===== src/baau_consts.vh =====
// constants for the bit address and arithmetic unit
`ifndef BAAU_CONSTS_VH
`define BAAU_CONSTS_VH

// internal data space layout
`define BAAU_BITRAM_BASE    8'h20
`define BAAU_BITRAM_LAST    8'h2F
`define BAAU_RAM_TOP        8'hBF
`define BAAU_SFR_BASE       8'h80
`define BAAU_SFR_LAST       8'hF0

// bit addressable special function registers
`define BAAU_PORT_ZERO      8'h80
`define BAAU_TIMER_CONTROL  8'h88
`define BAAU_PORT_ONE       8'h90
`define BAAU_PORT_TWO       8'hA0
`define BAAU_IRQ_ENABLE     8'hA8
`define BAAU_PORT_THREE     8'hB0
`define BAAU_IRQ_PRIORITY   8'hB8
`define BAAU_SERIAL_STATUS  8'hC8
`define BAAU_PSW            8'hD0
`define BAAU_SERIAL_SEQ     8'hD8
`define BAAU_ACC            8'hE0
`define BAAU_MD_OPERAND     8'hF0

// reset value of every register held here
`define BAAU_REG_RESET      8'h00
`define BAAU_DATA_POINTER_RESET     16'h0000

// program status word flag positions
`define BAAU_PSW_CY         7
`define BAAU_PSW_AC         6
`define BAAU_PSW_OV         2
`define BAAU_PSW_P          0

// operation codes
`define BAAU_OP_ADD         4'h0
`define BAAU_OP_ADD_WITH_CARRY        4'h1
`define BAAU_OP_SUBTRACT_WITH_BORROW        4'h2
`define BAAU_OP_INC_A       4'h3
`define BAAU_OP_DEC_A       4'h4
`define BAAU_OP_INC_OPND    4'h5
`define BAAU_OP_DEC_OPND    4'h6
`define BAAU_OP_INC_DATA_POINTER    4'h7
`define BAAU_OP_MUL         4'h8
`define BAAU_OP_DIV         4'h9
`define BAAU_OP_DA          4'hA

// source operand forms
`define BAAU_FORM_REG       2'h0
`define BAAU_FORM_DIRECT    2'h1
`define BAAU_FORM_INDIRECT  2'h2
`define BAAU_FORM_IMM       2'h3

// machine cycle counts
`define BAAU_CYC_SHORT      3'h1
`define BAAU_CYC_DATA_POINTER       3'h2
`define BAAU_CYC_MULDIV     3'h4

`endif


===== src/baau_core.v =====
// internal data space bit decoder and accumulator arithmetic datapath
//
// How it works
// - bit addresses 00h..7Fh select bit n of ram byte 20h+k for bit address 8k+n.
// - bit addresses 80h and up select bit n of the special register at the address minus n.
// - every bit addressable byte stays byte accessible; a bit write changes one bit only, and one to the accumulator also moves the parity flag.
// - ram bytes 30h..BFh are byte access only and bytes below 20h hold the register banks.
// - an add takes one machine cycle, one byte for register or indirect, two otherwise.
// - add with carry sums accumulator, operand and carry with the add's forms and timing.
// - subtract with borrow takes operand and carry from the accumulator in one cycle.
`timescale 1ns/100ps
`default_nettype none
`include "baau_consts.vh"

module baau_core #(
    parameter RAM_BYTES = 192
) (
    input  wire        clk,
    input  wire        rst,
    input  wire [7:0]  byte_addr,
    input  wire        byte_indirect,
    input  wire        byte_we,
    input  wire [7:0]  byte_wdata,
    output reg  [7:0]  byte_rdata_q,
    input  wire [7:0]  bit_addr,
    input  wire        bit_we,
    input  wire        bit_wdata,
    output reg         bit_rdata_q,
    input  wire        op_start,
    input  wire [3:0]  op_code,
    input  wire [1:0]  op_form,
    input  wire [7:0]  op_operand,
    output wire        op_ready,
    output reg         op_done_q,
    output reg  [7:0]  op_result_q,
    output wire [1:0]  op_length,
    output wire [7:0]  acc_out,
    output wire [7:0]  psw_out,
    output wire [15:0] data_pointer_out
);

    reg  [7:0]  ram_q [0:RAM_BYTES-1];
    reg  [7:0]  sfr_q [0:15];
    reg  [7:0]  acc_q;
    reg  [7:0]  md_q;
    reg  [7:0]  psw_q;
    reg  [15:0] data_pointer_q;
    reg  [2:0]  cnt_q;
    reg  [7:0]  pend_acc_q;
    reg  [7:0]  pend_md_q;
    reg  [7:0]  pend_psw_q;
    reg  [15:0] pend_data_pointer_q;

    reg  [7:0]  new_acc;
    reg  [7:0]  new_md;
    reg  [7:0]  new_psw;
    reg  [15:0] new_data_pointer;
    reg  [7:0]  new_res;
    reg  [2:0]  new_cyc;
    reg  [8:0]  wide;
    reg  [4:0]  nib;
    reg  [15:0] prod;
    reg  [7:0]  bit_byte;
    reg  [7:0]  bit_merged;
    reg  [7:0]  byte_view;
    reg  [7:0]  acc_d;
    reg  [7:0]  md_d;
    reg  [7:0]  psw_d;

    wire        take;
    wire        commit_now;
    wire        commit_late;
    wire        cin;
    wire [7:0]  bit_target;

    integer     i;

    // byte address holding a given bit address
    function [7:0] bit_to_byte;
        input [7:0] ba;
        begin
            if (!ba[7])
                bit_to_byte = `BAAU_BITRAM_BASE + {4'h0, ba[6:3]};
            else
                bit_to_byte = {ba[7:3], 3'b000};
        end
    endfunction

    // true when a direct address names a bit addressable register kept in the array
    function sfr_slot_ok;
        input [7:0] a;
        begin
            sfr_slot_ok = (a[2:0] == 3'b000) && (a != 8'h98) && (a != 8'hC0)
                        && (a != 8'hE8) && (a != 8'hF8);
        end
    endfunction

    // read view of any byte; stored words come in as arguments so that @* sees them change
    function [7:0] read_byte(input [7:0] a, input ind, input [7:0] ram_w, input [7:0] sfr_w,
                             input [7:0] acc, input [7:0] md, input [7:0] program_status_word);
        begin
            if (ind || !a[7])
                read_byte = (a <= `BAAU_RAM_TOP) ? ram_w : 8'h00;
            else if (a == `BAAU_ACC)
                read_byte = acc;
            else if (a == `BAAU_MD_OPERAND)
                read_byte = md;
            else if (a == `BAAU_PSW)
                read_byte = program_status_word;
            else if (sfr_slot_ok(a))
                read_byte = sfr_w;
            else
                read_byte = 8'h00;
        end
    endfunction

    assign cin        = psw_q[`BAAU_PSW_CY];
    assign take       = op_start && op_ready;
    assign op_ready   = (cnt_q == 3'h0);
    assign commit_now = take && (new_cyc == `BAAU_CYC_SHORT);
    assign commit_late = (cnt_q == 3'h1);
    assign bit_target = bit_to_byte(bit_addr);
    // register and indirect forms carry no operand byte
    assign op_length  = ((op_form == `BAAU_FORM_REG) || (op_form == `BAAU_FORM_INDIRECT))
                        ? 2'h1 : 2'h2;
    assign acc_out    = acc_q;
    assign psw_out    = psw_q;
    assign data_pointer_out = data_pointer_q;

    // operation results, worked out from the state at the start edge
    always @* begin
        new_acc  = acc_q;
        new_md   = md_q;
        new_psw  = psw_q;
        new_data_pointer = data_pointer_q;
        new_res  = acc_q;
        new_cyc  = `BAAU_CYC_SHORT;
        wide     = 9'h000;
        nib      = 5'h00;
        prod     = 16'h0000;
        case (op_code)
            `BAAU_OP_ADD, `BAAU_OP_ADD_WITH_CARRY: begin
                // plain add forces the carry in to zero
                wide = {1'b0, acc_q} + {1'b0, op_operand}
                     + {8'h00, (op_code == `BAAU_OP_ADD_WITH_CARRY) & cin};
                nib  = {1'b0, acc_q[3:0]} + {1'b0, op_operand[3:0]}
                     + {4'h0, (op_code == `BAAU_OP_ADD_WITH_CARRY) & cin};
                new_acc = wide[7:0];
                new_psw[`BAAU_PSW_CY] = wide[8];
                new_psw[`BAAU_PSW_AC] = nib[4];
                new_psw[`BAAU_PSW_OV] = (acc_q[7] == op_operand[7]) && (wide[7] != acc_q[7]);
            end
            `BAAU_OP_SUBTRACT_WITH_BORROW: begin
                wide = {1'b0, acc_q} - {1'b0, op_operand} - {8'h00, cin};
                nib  = {1'b0, acc_q[3:0]} - {1'b0, op_operand[3:0]} - {4'h0, cin};
                new_acc = wide[7:0];
                new_psw[`BAAU_PSW_CY] = wide[8];
                new_psw[`BAAU_PSW_AC] = nib[4];
                new_psw[`BAAU_PSW_OV] = (acc_q[7] != op_operand[7]) && (wide[7] != acc_q[7]);
            end
            `BAAU_OP_INC_A: new_acc = acc_q + 8'h01;
            `BAAU_OP_DEC_A: new_acc = acc_q - 8'h01;
            `BAAU_OP_INC_OPND: new_res = op_operand + 8'h01;
            `BAAU_OP_DEC_OPND: new_res = op_operand - 8'h01;
            `BAAU_OP_INC_DATA_POINTER: begin
                new_data_pointer = data_pointer_q + 16'h0001;
                new_cyc  = `BAAU_CYC_DATA_POINTER;
            end
            `BAAU_OP_MUL: begin
                prod    = acc_q * md_q;
                new_acc = prod[7:0];
                new_md  = prod[15:8];
                new_psw[`BAAU_PSW_CY] = 1'b0;
                new_psw[`BAAU_PSW_OV] = (prod[15:8] != 8'h00);
                new_cyc = `BAAU_CYC_MULDIV;
            end
            `BAAU_OP_DIV: begin
                // a zero divisor leaves both operands and flags overflow
                if (md_q != 8'h00) begin
                    new_acc = acc_q / md_q;
                    new_md  = acc_q % md_q;
                end
                new_psw[`BAAU_PSW_CY] = 1'b0;
                new_psw[`BAAU_PSW_OV] = (md_q == 8'h00);
                new_cyc = `BAAU_CYC_MULDIV;
            end
            `BAAU_OP_DA: begin
                wide = {1'b0, acc_q};
                if ((acc_q[3:0] > 4'h9) || psw_q[`BAAU_PSW_AC])
                    wide = wide + 9'h006;
                if ((wide[7:4] > 4'h9) || wide[8] || cin)
                    wide = wide + 9'h060;
                new_acc = wide[7:0];
                new_psw[`BAAU_PSW_CY] = wide[8] | cin;
            end
            default: new_res = acc_q;
        endcase
        if (op_code != `BAAU_OP_INC_OPND && op_code != `BAAU_OP_DEC_OPND)
            new_res = new_acc;
    end

    // bit write: read the whole byte, change one bit, write it back
    always @* begin
        bit_byte   = read_byte(bit_target, 1'b0, ram_q[bit_target], sfr_q[bit_target[6:3]],
                               acc_q, md_q, psw_q);
        bit_merged = bit_byte;
        bit_merged[bit_addr[2:0]] = bit_wdata;
        byte_view  = read_byte(byte_addr, byte_indirect, ram_q[byte_addr],
                               sfr_q[byte_addr[6:3]], acc_q, md_q, psw_q);
    end

    // accumulator, operand and status: arithmetic commit wins over a software write
    always @* begin
        acc_d = acc_q;
        md_d  = md_q;
        psw_d = psw_q;
        if (byte_we && !byte_indirect && byte_addr == `BAAU_ACC)
            acc_d = byte_wdata;
        if (byte_we && !byte_indirect && byte_addr == `BAAU_MD_OPERAND)
            md_d = byte_wdata;
        if (byte_we && !byte_indirect && byte_addr == `BAAU_PSW)
            psw_d = byte_wdata;
        if (bit_we && bit_target == `BAAU_ACC)
            acc_d = bit_merged;
        if (bit_we && bit_target == `BAAU_MD_OPERAND)
            md_d = bit_merged;
        if (bit_we && bit_target == `BAAU_PSW)
            psw_d = bit_merged;
        if (commit_now) begin
            acc_d = new_acc;
            md_d  = new_md;
            psw_d = new_psw;
        end else if (commit_late) begin
            acc_d = pend_acc_q;
            md_d  = pend_md_q;
            psw_d = pend_psw_q;
        end
        // parity always follows the accumulator that will be held
        psw_d[`BAAU_PSW_P] = ^acc_d;
    end

    always @(posedge clk) begin
        if (rst) begin
            acc_q       <= `BAAU_REG_RESET;
            md_q        <= `BAAU_REG_RESET;
            psw_q       <= `BAAU_REG_RESET;
            data_pointer_q      <= `BAAU_DATA_POINTER_RESET;
            cnt_q       <= 3'h0;
            pend_acc_q  <= `BAAU_REG_RESET;
            pend_md_q   <= `BAAU_REG_RESET;
            pend_psw_q  <= `BAAU_REG_RESET;
            pend_data_pointer_q <= `BAAU_DATA_POINTER_RESET;
            op_done_q   <= 1'b0;
            op_result_q <= `BAAU_REG_RESET;
            byte_rdata_q <= `BAAU_REG_RESET;
            bit_rdata_q <= 1'b0;
            for (i = 0; i < 16; i = i + 1)
                sfr_q[i] <= `BAAU_REG_RESET;
        end else begin
            acc_q <= acc_d;
            md_q  <= md_d;
            psw_q <= psw_d;
            byte_rdata_q <= byte_view;
            bit_rdata_q  <= bit_byte[bit_addr[2:0]];
            op_done_q    <= commit_now || commit_late;
            if (take && !commit_now) begin
                // long operations hold their results until the last cycle
                cnt_q       <= new_cyc - 3'h1;
                pend_acc_q  <= new_acc;
                pend_md_q   <= new_md;
                pend_psw_q  <= new_psw;
                pend_data_pointer_q <= new_data_pointer;
            end else if (cnt_q != 3'h0) begin
                cnt_q <= cnt_q - 3'h1;
            end
            if (commit_now)
                op_result_q <= new_res;
            if (commit_late) begin
                data_pointer_q      <= pend_data_pointer_q;
                op_result_q <= pend_acc_q;
            end
            if (byte_we && !byte_indirect && byte_addr[7] && sfr_slot_ok(byte_addr))
                sfr_q[byte_addr[6:3]] <= byte_wdata;
            if (bit_we && bit_addr[7] && sfr_slot_ok(bit_target))
                sfr_q[bit_target[6:3]] <= bit_merged;
        end
    end

    // ram has no reset; a bit write in the same cycle as a byte write to that byte wins
    always @(posedge clk) begin
        if (byte_we && (byte_indirect || !byte_addr[7]) && byte_addr <= `BAAU_RAM_TOP)
            ram_q[byte_addr] <= byte_wdata;
        if (bit_we && !bit_addr[7])
            ram_q[bit_target] <= bit_merged;
    end

endmodule
`default_nettype wire


===== config.mk =====
export PLATFORM = sky130hd
export DESIGN_NAME = baau_core
export DESIGN_NICKNAME = d
export VERILOG_FILES = /design/src/baau_core.v
export VERILOG_INCLUDE_DIRS = /design/src /design/src/src
export SDC_FILE = /design/constraint.sdc
export NUM_CORES = 2
export LEC_CHECK = 0
export ABC_AREA = 1
export ABC_CLOCK_PERIOD_IN_PS = 12500
export BUFFER_PORTS_ARGS = -buffer_cell sky130_fd_sc_hd__clkbuf_2
export CORE_ASPECT_RATIO = 0.8
export CORE_UTILIZATION = 26
export DETAILED_ROUTE_END_ITERATION = 8
export SLEW_MARGIN = 20
export SYNTH_ARGS = -nofsm -noshare
export SYNTH_HDL_FRONTEND = slang
export SYNTH_SLANG_ARGS = --single-unit

===== constraint.sdc =====
create_clock -name clk -period 12.5 [get_ports clk]
set_clock_uncertainty 0.05 [all_clocks]
set_input_delay 1.25 -clock clk [delete_from_list [all_inputs] [get_ports clk]]
set_output_delay 1.25 -clock clk [all_outputs]
set_load 0.02 [all_outputs]

==> metrics list <==
* WHS Endpoint: pend_psw_q[3]
- H-tree level count: 4
- Fraction of registers with async set/reset: 0
- Total CTS buffers: 178
* Area Overhead vs Synth: 6.32%
* Worst r2r src: md_q[0]
- Type of the worst setup path: flop to flop
- Worst Max-Slew Pin Slew: 1.20 ns
* Remaining number of nets flagged by the antenna check after routing: 0
- In this run the register-to-register setup slack is 1.54 ns.
- Across the run, the number of max-cap violations was 0.
- After clock tree synthesis, the clock-pin slew on the worst setup and hold paths is 0.06 ns.
- The initial antenna violation count was 11.
* Logic depth of the worst register-to-register path: 73
* Part of the cycle the worst path needs: 0.877
- The design draws 0.0271 W.
- I/O pin total: 98
- For this run, the detailed router's first-pass iteration total came to 8.
- Dividing the detail-routed wire length by the instance count gives 23.3 um.
- Hold Crit Class: flop to flop
* Crit path launch type: flop
* Gr busiest metal: met2
* Number of endpoints with negative hold slack in the final report: 0
- Synthesis produced a netlist whose cell count is 8516.
- The synthesized design contains 1764 register bits.
- In the synthesized netlist the dominant register cell turns out to be edfxtp_1.
- In this run the static leakage power is 31.0 nW.
- Full die area: 0.333 mm^2
- Source of the worst hold timing path: pend_psw_q[3]
- The initial utilization of the core area, before any placement, comes to 0.262.
- The mapped netlist covers 0.0860 mm^2.
- Via count: 58900
* Crit-path slowest cell: dfxtp_1
- On the worst path, the slowest cell contributes a delay of 0.34 ns.
- The region available for standard cell placement spans 0.328 mm^2.
* CP most frequent cell: nand2_1
- Drc violations: 0
- Met3 Usage GRT: 0.0368
* Number of flops mapped to enable cells by yosys: 1664
* Clock tree buffer depth: 3
* Power Dens Cells: 296 mW/mm^2
* Vias per inst: 5.12
* Placed cell area: 0.0858 mm^2
* Number of sinks on the clock net: 1764
- Entering global routing, the biggest net connects 187 pins.
- The number of placed instances, taps included, is 11200.
* Count of warnings emitted by yosys: 0
- Setup crit end kind: flop
- In the final design database the tool counted 7175 nets.
* Number of instances on the worst hold path: 2
* Final setup vio count: 0
- For this run, the register share of the synthesized area comes to 0.604.
- The number of global-route vias before repair is 54900.
- Leftover overflow at the end of global routing: 0
- In this run, the number of DRC markers left after iteration 0 of detailed routing was 8304.
- Area of all placed cells without fillers: 0.0914 mm^2
- Mean instance size in the synthesized netlist: 10.1 um^2
- The wire-length estimate of the detail-placed layout is 169 mm.
* Clock tree root buffer cell: clkbuf_16
- Distinct cells, synth: 64
- CP top delay family: simple AND/OR/NAND/NOR gates
* Required time of the critical path: 13.19 ns
- STA puts the critical path data arrival time at 11.65 ns.
- Of all nets on the critical path, the largest fanout is 9.
- Final estimated routing congestion in global placement: 0.933
- Met2 usage: 0.227
* GRT Util Overall: 0.154
- Fraction of final layout cells with drive strength greater than 1: 0.0857
- Setup repair after global routing left no endpoint under its margin.
* Clock Latency Late Sink: 0.86 ns
* Max frequency: 91.2 MHz
* Wire length of the first global-routing pass: 385 mm
- Measured along the x axis, the die boundary spans 645 um.
* Total count of max-transition violations in the final report: 0
- Met1 track demand over resource: 0.221
- From bottom edge to top edge, the die measures 516 um.
- Final hold analysis gives a worst-case slack of 0.408 ns.
- The critical path contains buffers and inverters numbering 14 combined.
- Core Rows: 188
- Run status: finished, final reports clean
- Excluding fillers, the count of instances in the completed layout stands at 11500.
- Capturing point of the worst reg2reg path: md_q[0]
* Clock tree from TritonCTS: built
- Quantity of I/O buffers inserted on ports: 96
- Slew HR: 0.198
- Setup TNS: 0 ns
* Peak VDD IR: 1660 uV
- The worst path in the final design needs a cycle of 10.96 ns, including I/O delays and setup.
- The routed design has 268 mm of wire.
[layout make-up]
cell class / count / area (um^2)
Tap cell: 4370 / 5470
Sequential cell: 1764 / 52000
Fill cell: 33700 / 237000
Timing Repair Buffer: 251 / 1780
Multi-Input combinational cell: 4290 / 24700
Clock inverter: 104 / 925
Inverter: 485 / 1850
Antenna cell: 7 / 17.5
Clock buffer: 222 / 4670
[repair_timing]
action / 4_1_cts / 5_1_grt
hold buffers: 0 / 0
endpoints found under the setup margin: 0 / 20
setup buffers: 0 / 1
gates resized for setup: 0 / 8
[logic make-up after synthesis]
family	share of synthesized area
adders and majority gates	0.0270
AOI/OAI and AO/OA	0.152
xor gates and xnor gates	0.00581
and+or+nand+nor	0.0997
other	0.0000436
DFF	0.604
buffers and inverters	0.110
[metal layers]
layer  part of all wire  wire length (um)
met1               0.43            114000
met2               0.43            115000
met3               0.11             30400
met4              0.031              8380
met5           0.000082                22
[state kept, by name (all words and copies together) (netlist names)]
name	flops
pend_md_q	8
psw_out	8
data_pointer_out	16
pend_psw_q	7
sfr_q	128
acc_out	8
pend_acc_q	8
ram_q	1536
cnt_q	3
md_q	8
op_done_q	1
bit_rdata_q	1
byte_rdata_q	8
pend_data_pointer_q	16
op_result_q	8
[worst max path at each step]
stage / from / to / slack [ns] / cells past startpoint
after floorplan: md_q[0] / psw_out[0] / 2.28 / 74
after global placement: md_q[4] / md_q[0] / 0.86 / 71
after detailed placement: md_q[4] / md_q[0] / 1.0 / 71
after CTS: md_q[4] / md_q[0] / 0.95 / 71
after global routing: md_q[0] / md_q[0] / 0.003 / 74
final: md_q[0] / md_q[0] / 1.54 / 73
[cell usage after synthesis, types with 6 or more instances]
master,n,area share
nor2_2,11,0.00080
clkinv_1,10,0.00044
buf_1,42,0.0018
nor4_1,33,0.0024
o21bai_1,9,0.00079
a21boi_0,111,0.0097
a41oi_1,7,0.00071
xor2_1,41,0.0042
a221oi_1,11,0.0011
nand3b_1,20,0.0017
a211oi_1,8,0.00070
nor2_1,575,0.025
buf_6,6,0.00079
a2111oi_0,41,0.0042
nor2_4,6,0.00079
o41ai_1,7,0.00071
buf_2,30,0.0017
ha_1,117,0.017
inv_1,458,0.020
nand3_1,234,0.014
nand4_1,50,0.0036
edfxtp_1,1664,0.58
clkbuf_1,1916,0.084
o22ai_1,152,0.011
a31oi_1,19,0.0014
a22oi_1,756,0.066
dfxtp_1,100,0.023
o21ai_1,40,0.0023
or2_2,15,0.0011
nand2_1,990,0.043
o21ai_0,437,0.025
o211ai_1,47,0.0041
o31ai_1,10,0.00087
nand2_2,14,0.0010
xnor2_1,16,0.0016
buf_4,14,0.0012
inv_2,16,0.00070
o221ai_1,25,0.0025
nor3_1,49,0.0029
a22o_1,6,0.00061
fa_1,43,0.010
a21oi_1,313,0.018
[power breakdown]
group	leakage (nW)	internal (W)	switching (W)
combinational	12.4	0.00579	0.00940
sequential	15.9	0.00657	0.0000983
clock	2.71	0.00284	0.00237
total	31.0	0.0152	0.0119
[metrics by stage]
stage	setup slack [ns]	util
6_report	1.54	0.278
5_1_grt	0.00336	0.278
4_1_cts	0.946	0.278
3_5_place_dp	0.996	0.261
3_3_place_gp	0.863	0.261
2_1_floorplan	2.28	-
[placed cells by master, fill, tap and decap left out, types with 41 or more instances in the layout]
master     count
dfxtp_1       99
o21ai_1       43
a21oi_1      313
a21boi_0     111
nor3_1        47
clkbuf_2      87
o211ai_1      47
clkinv_1      45
buf_4        149
xor2_1        41
a22oi_1      756
clkbuf_1      41
o22ai_1      152
inv_1        455
fa_1          43
ha_1         117
edfxtp_1    1664
o21ai_0      433
nand4_1       50
nand3_1      234
nand2_1      980
clkbuf_16    180
nor2_1       571
[worst register-to-register path: cells and delay by family (launching register included)]
kind            cells  cell delay, ns
compound gates     16            2.49
fa+ha+maj           8            2.39
buf+inv            14            1.38
flops               1            0.34
simple gates       35            4.25
Power figures use the tool's default switching activity.
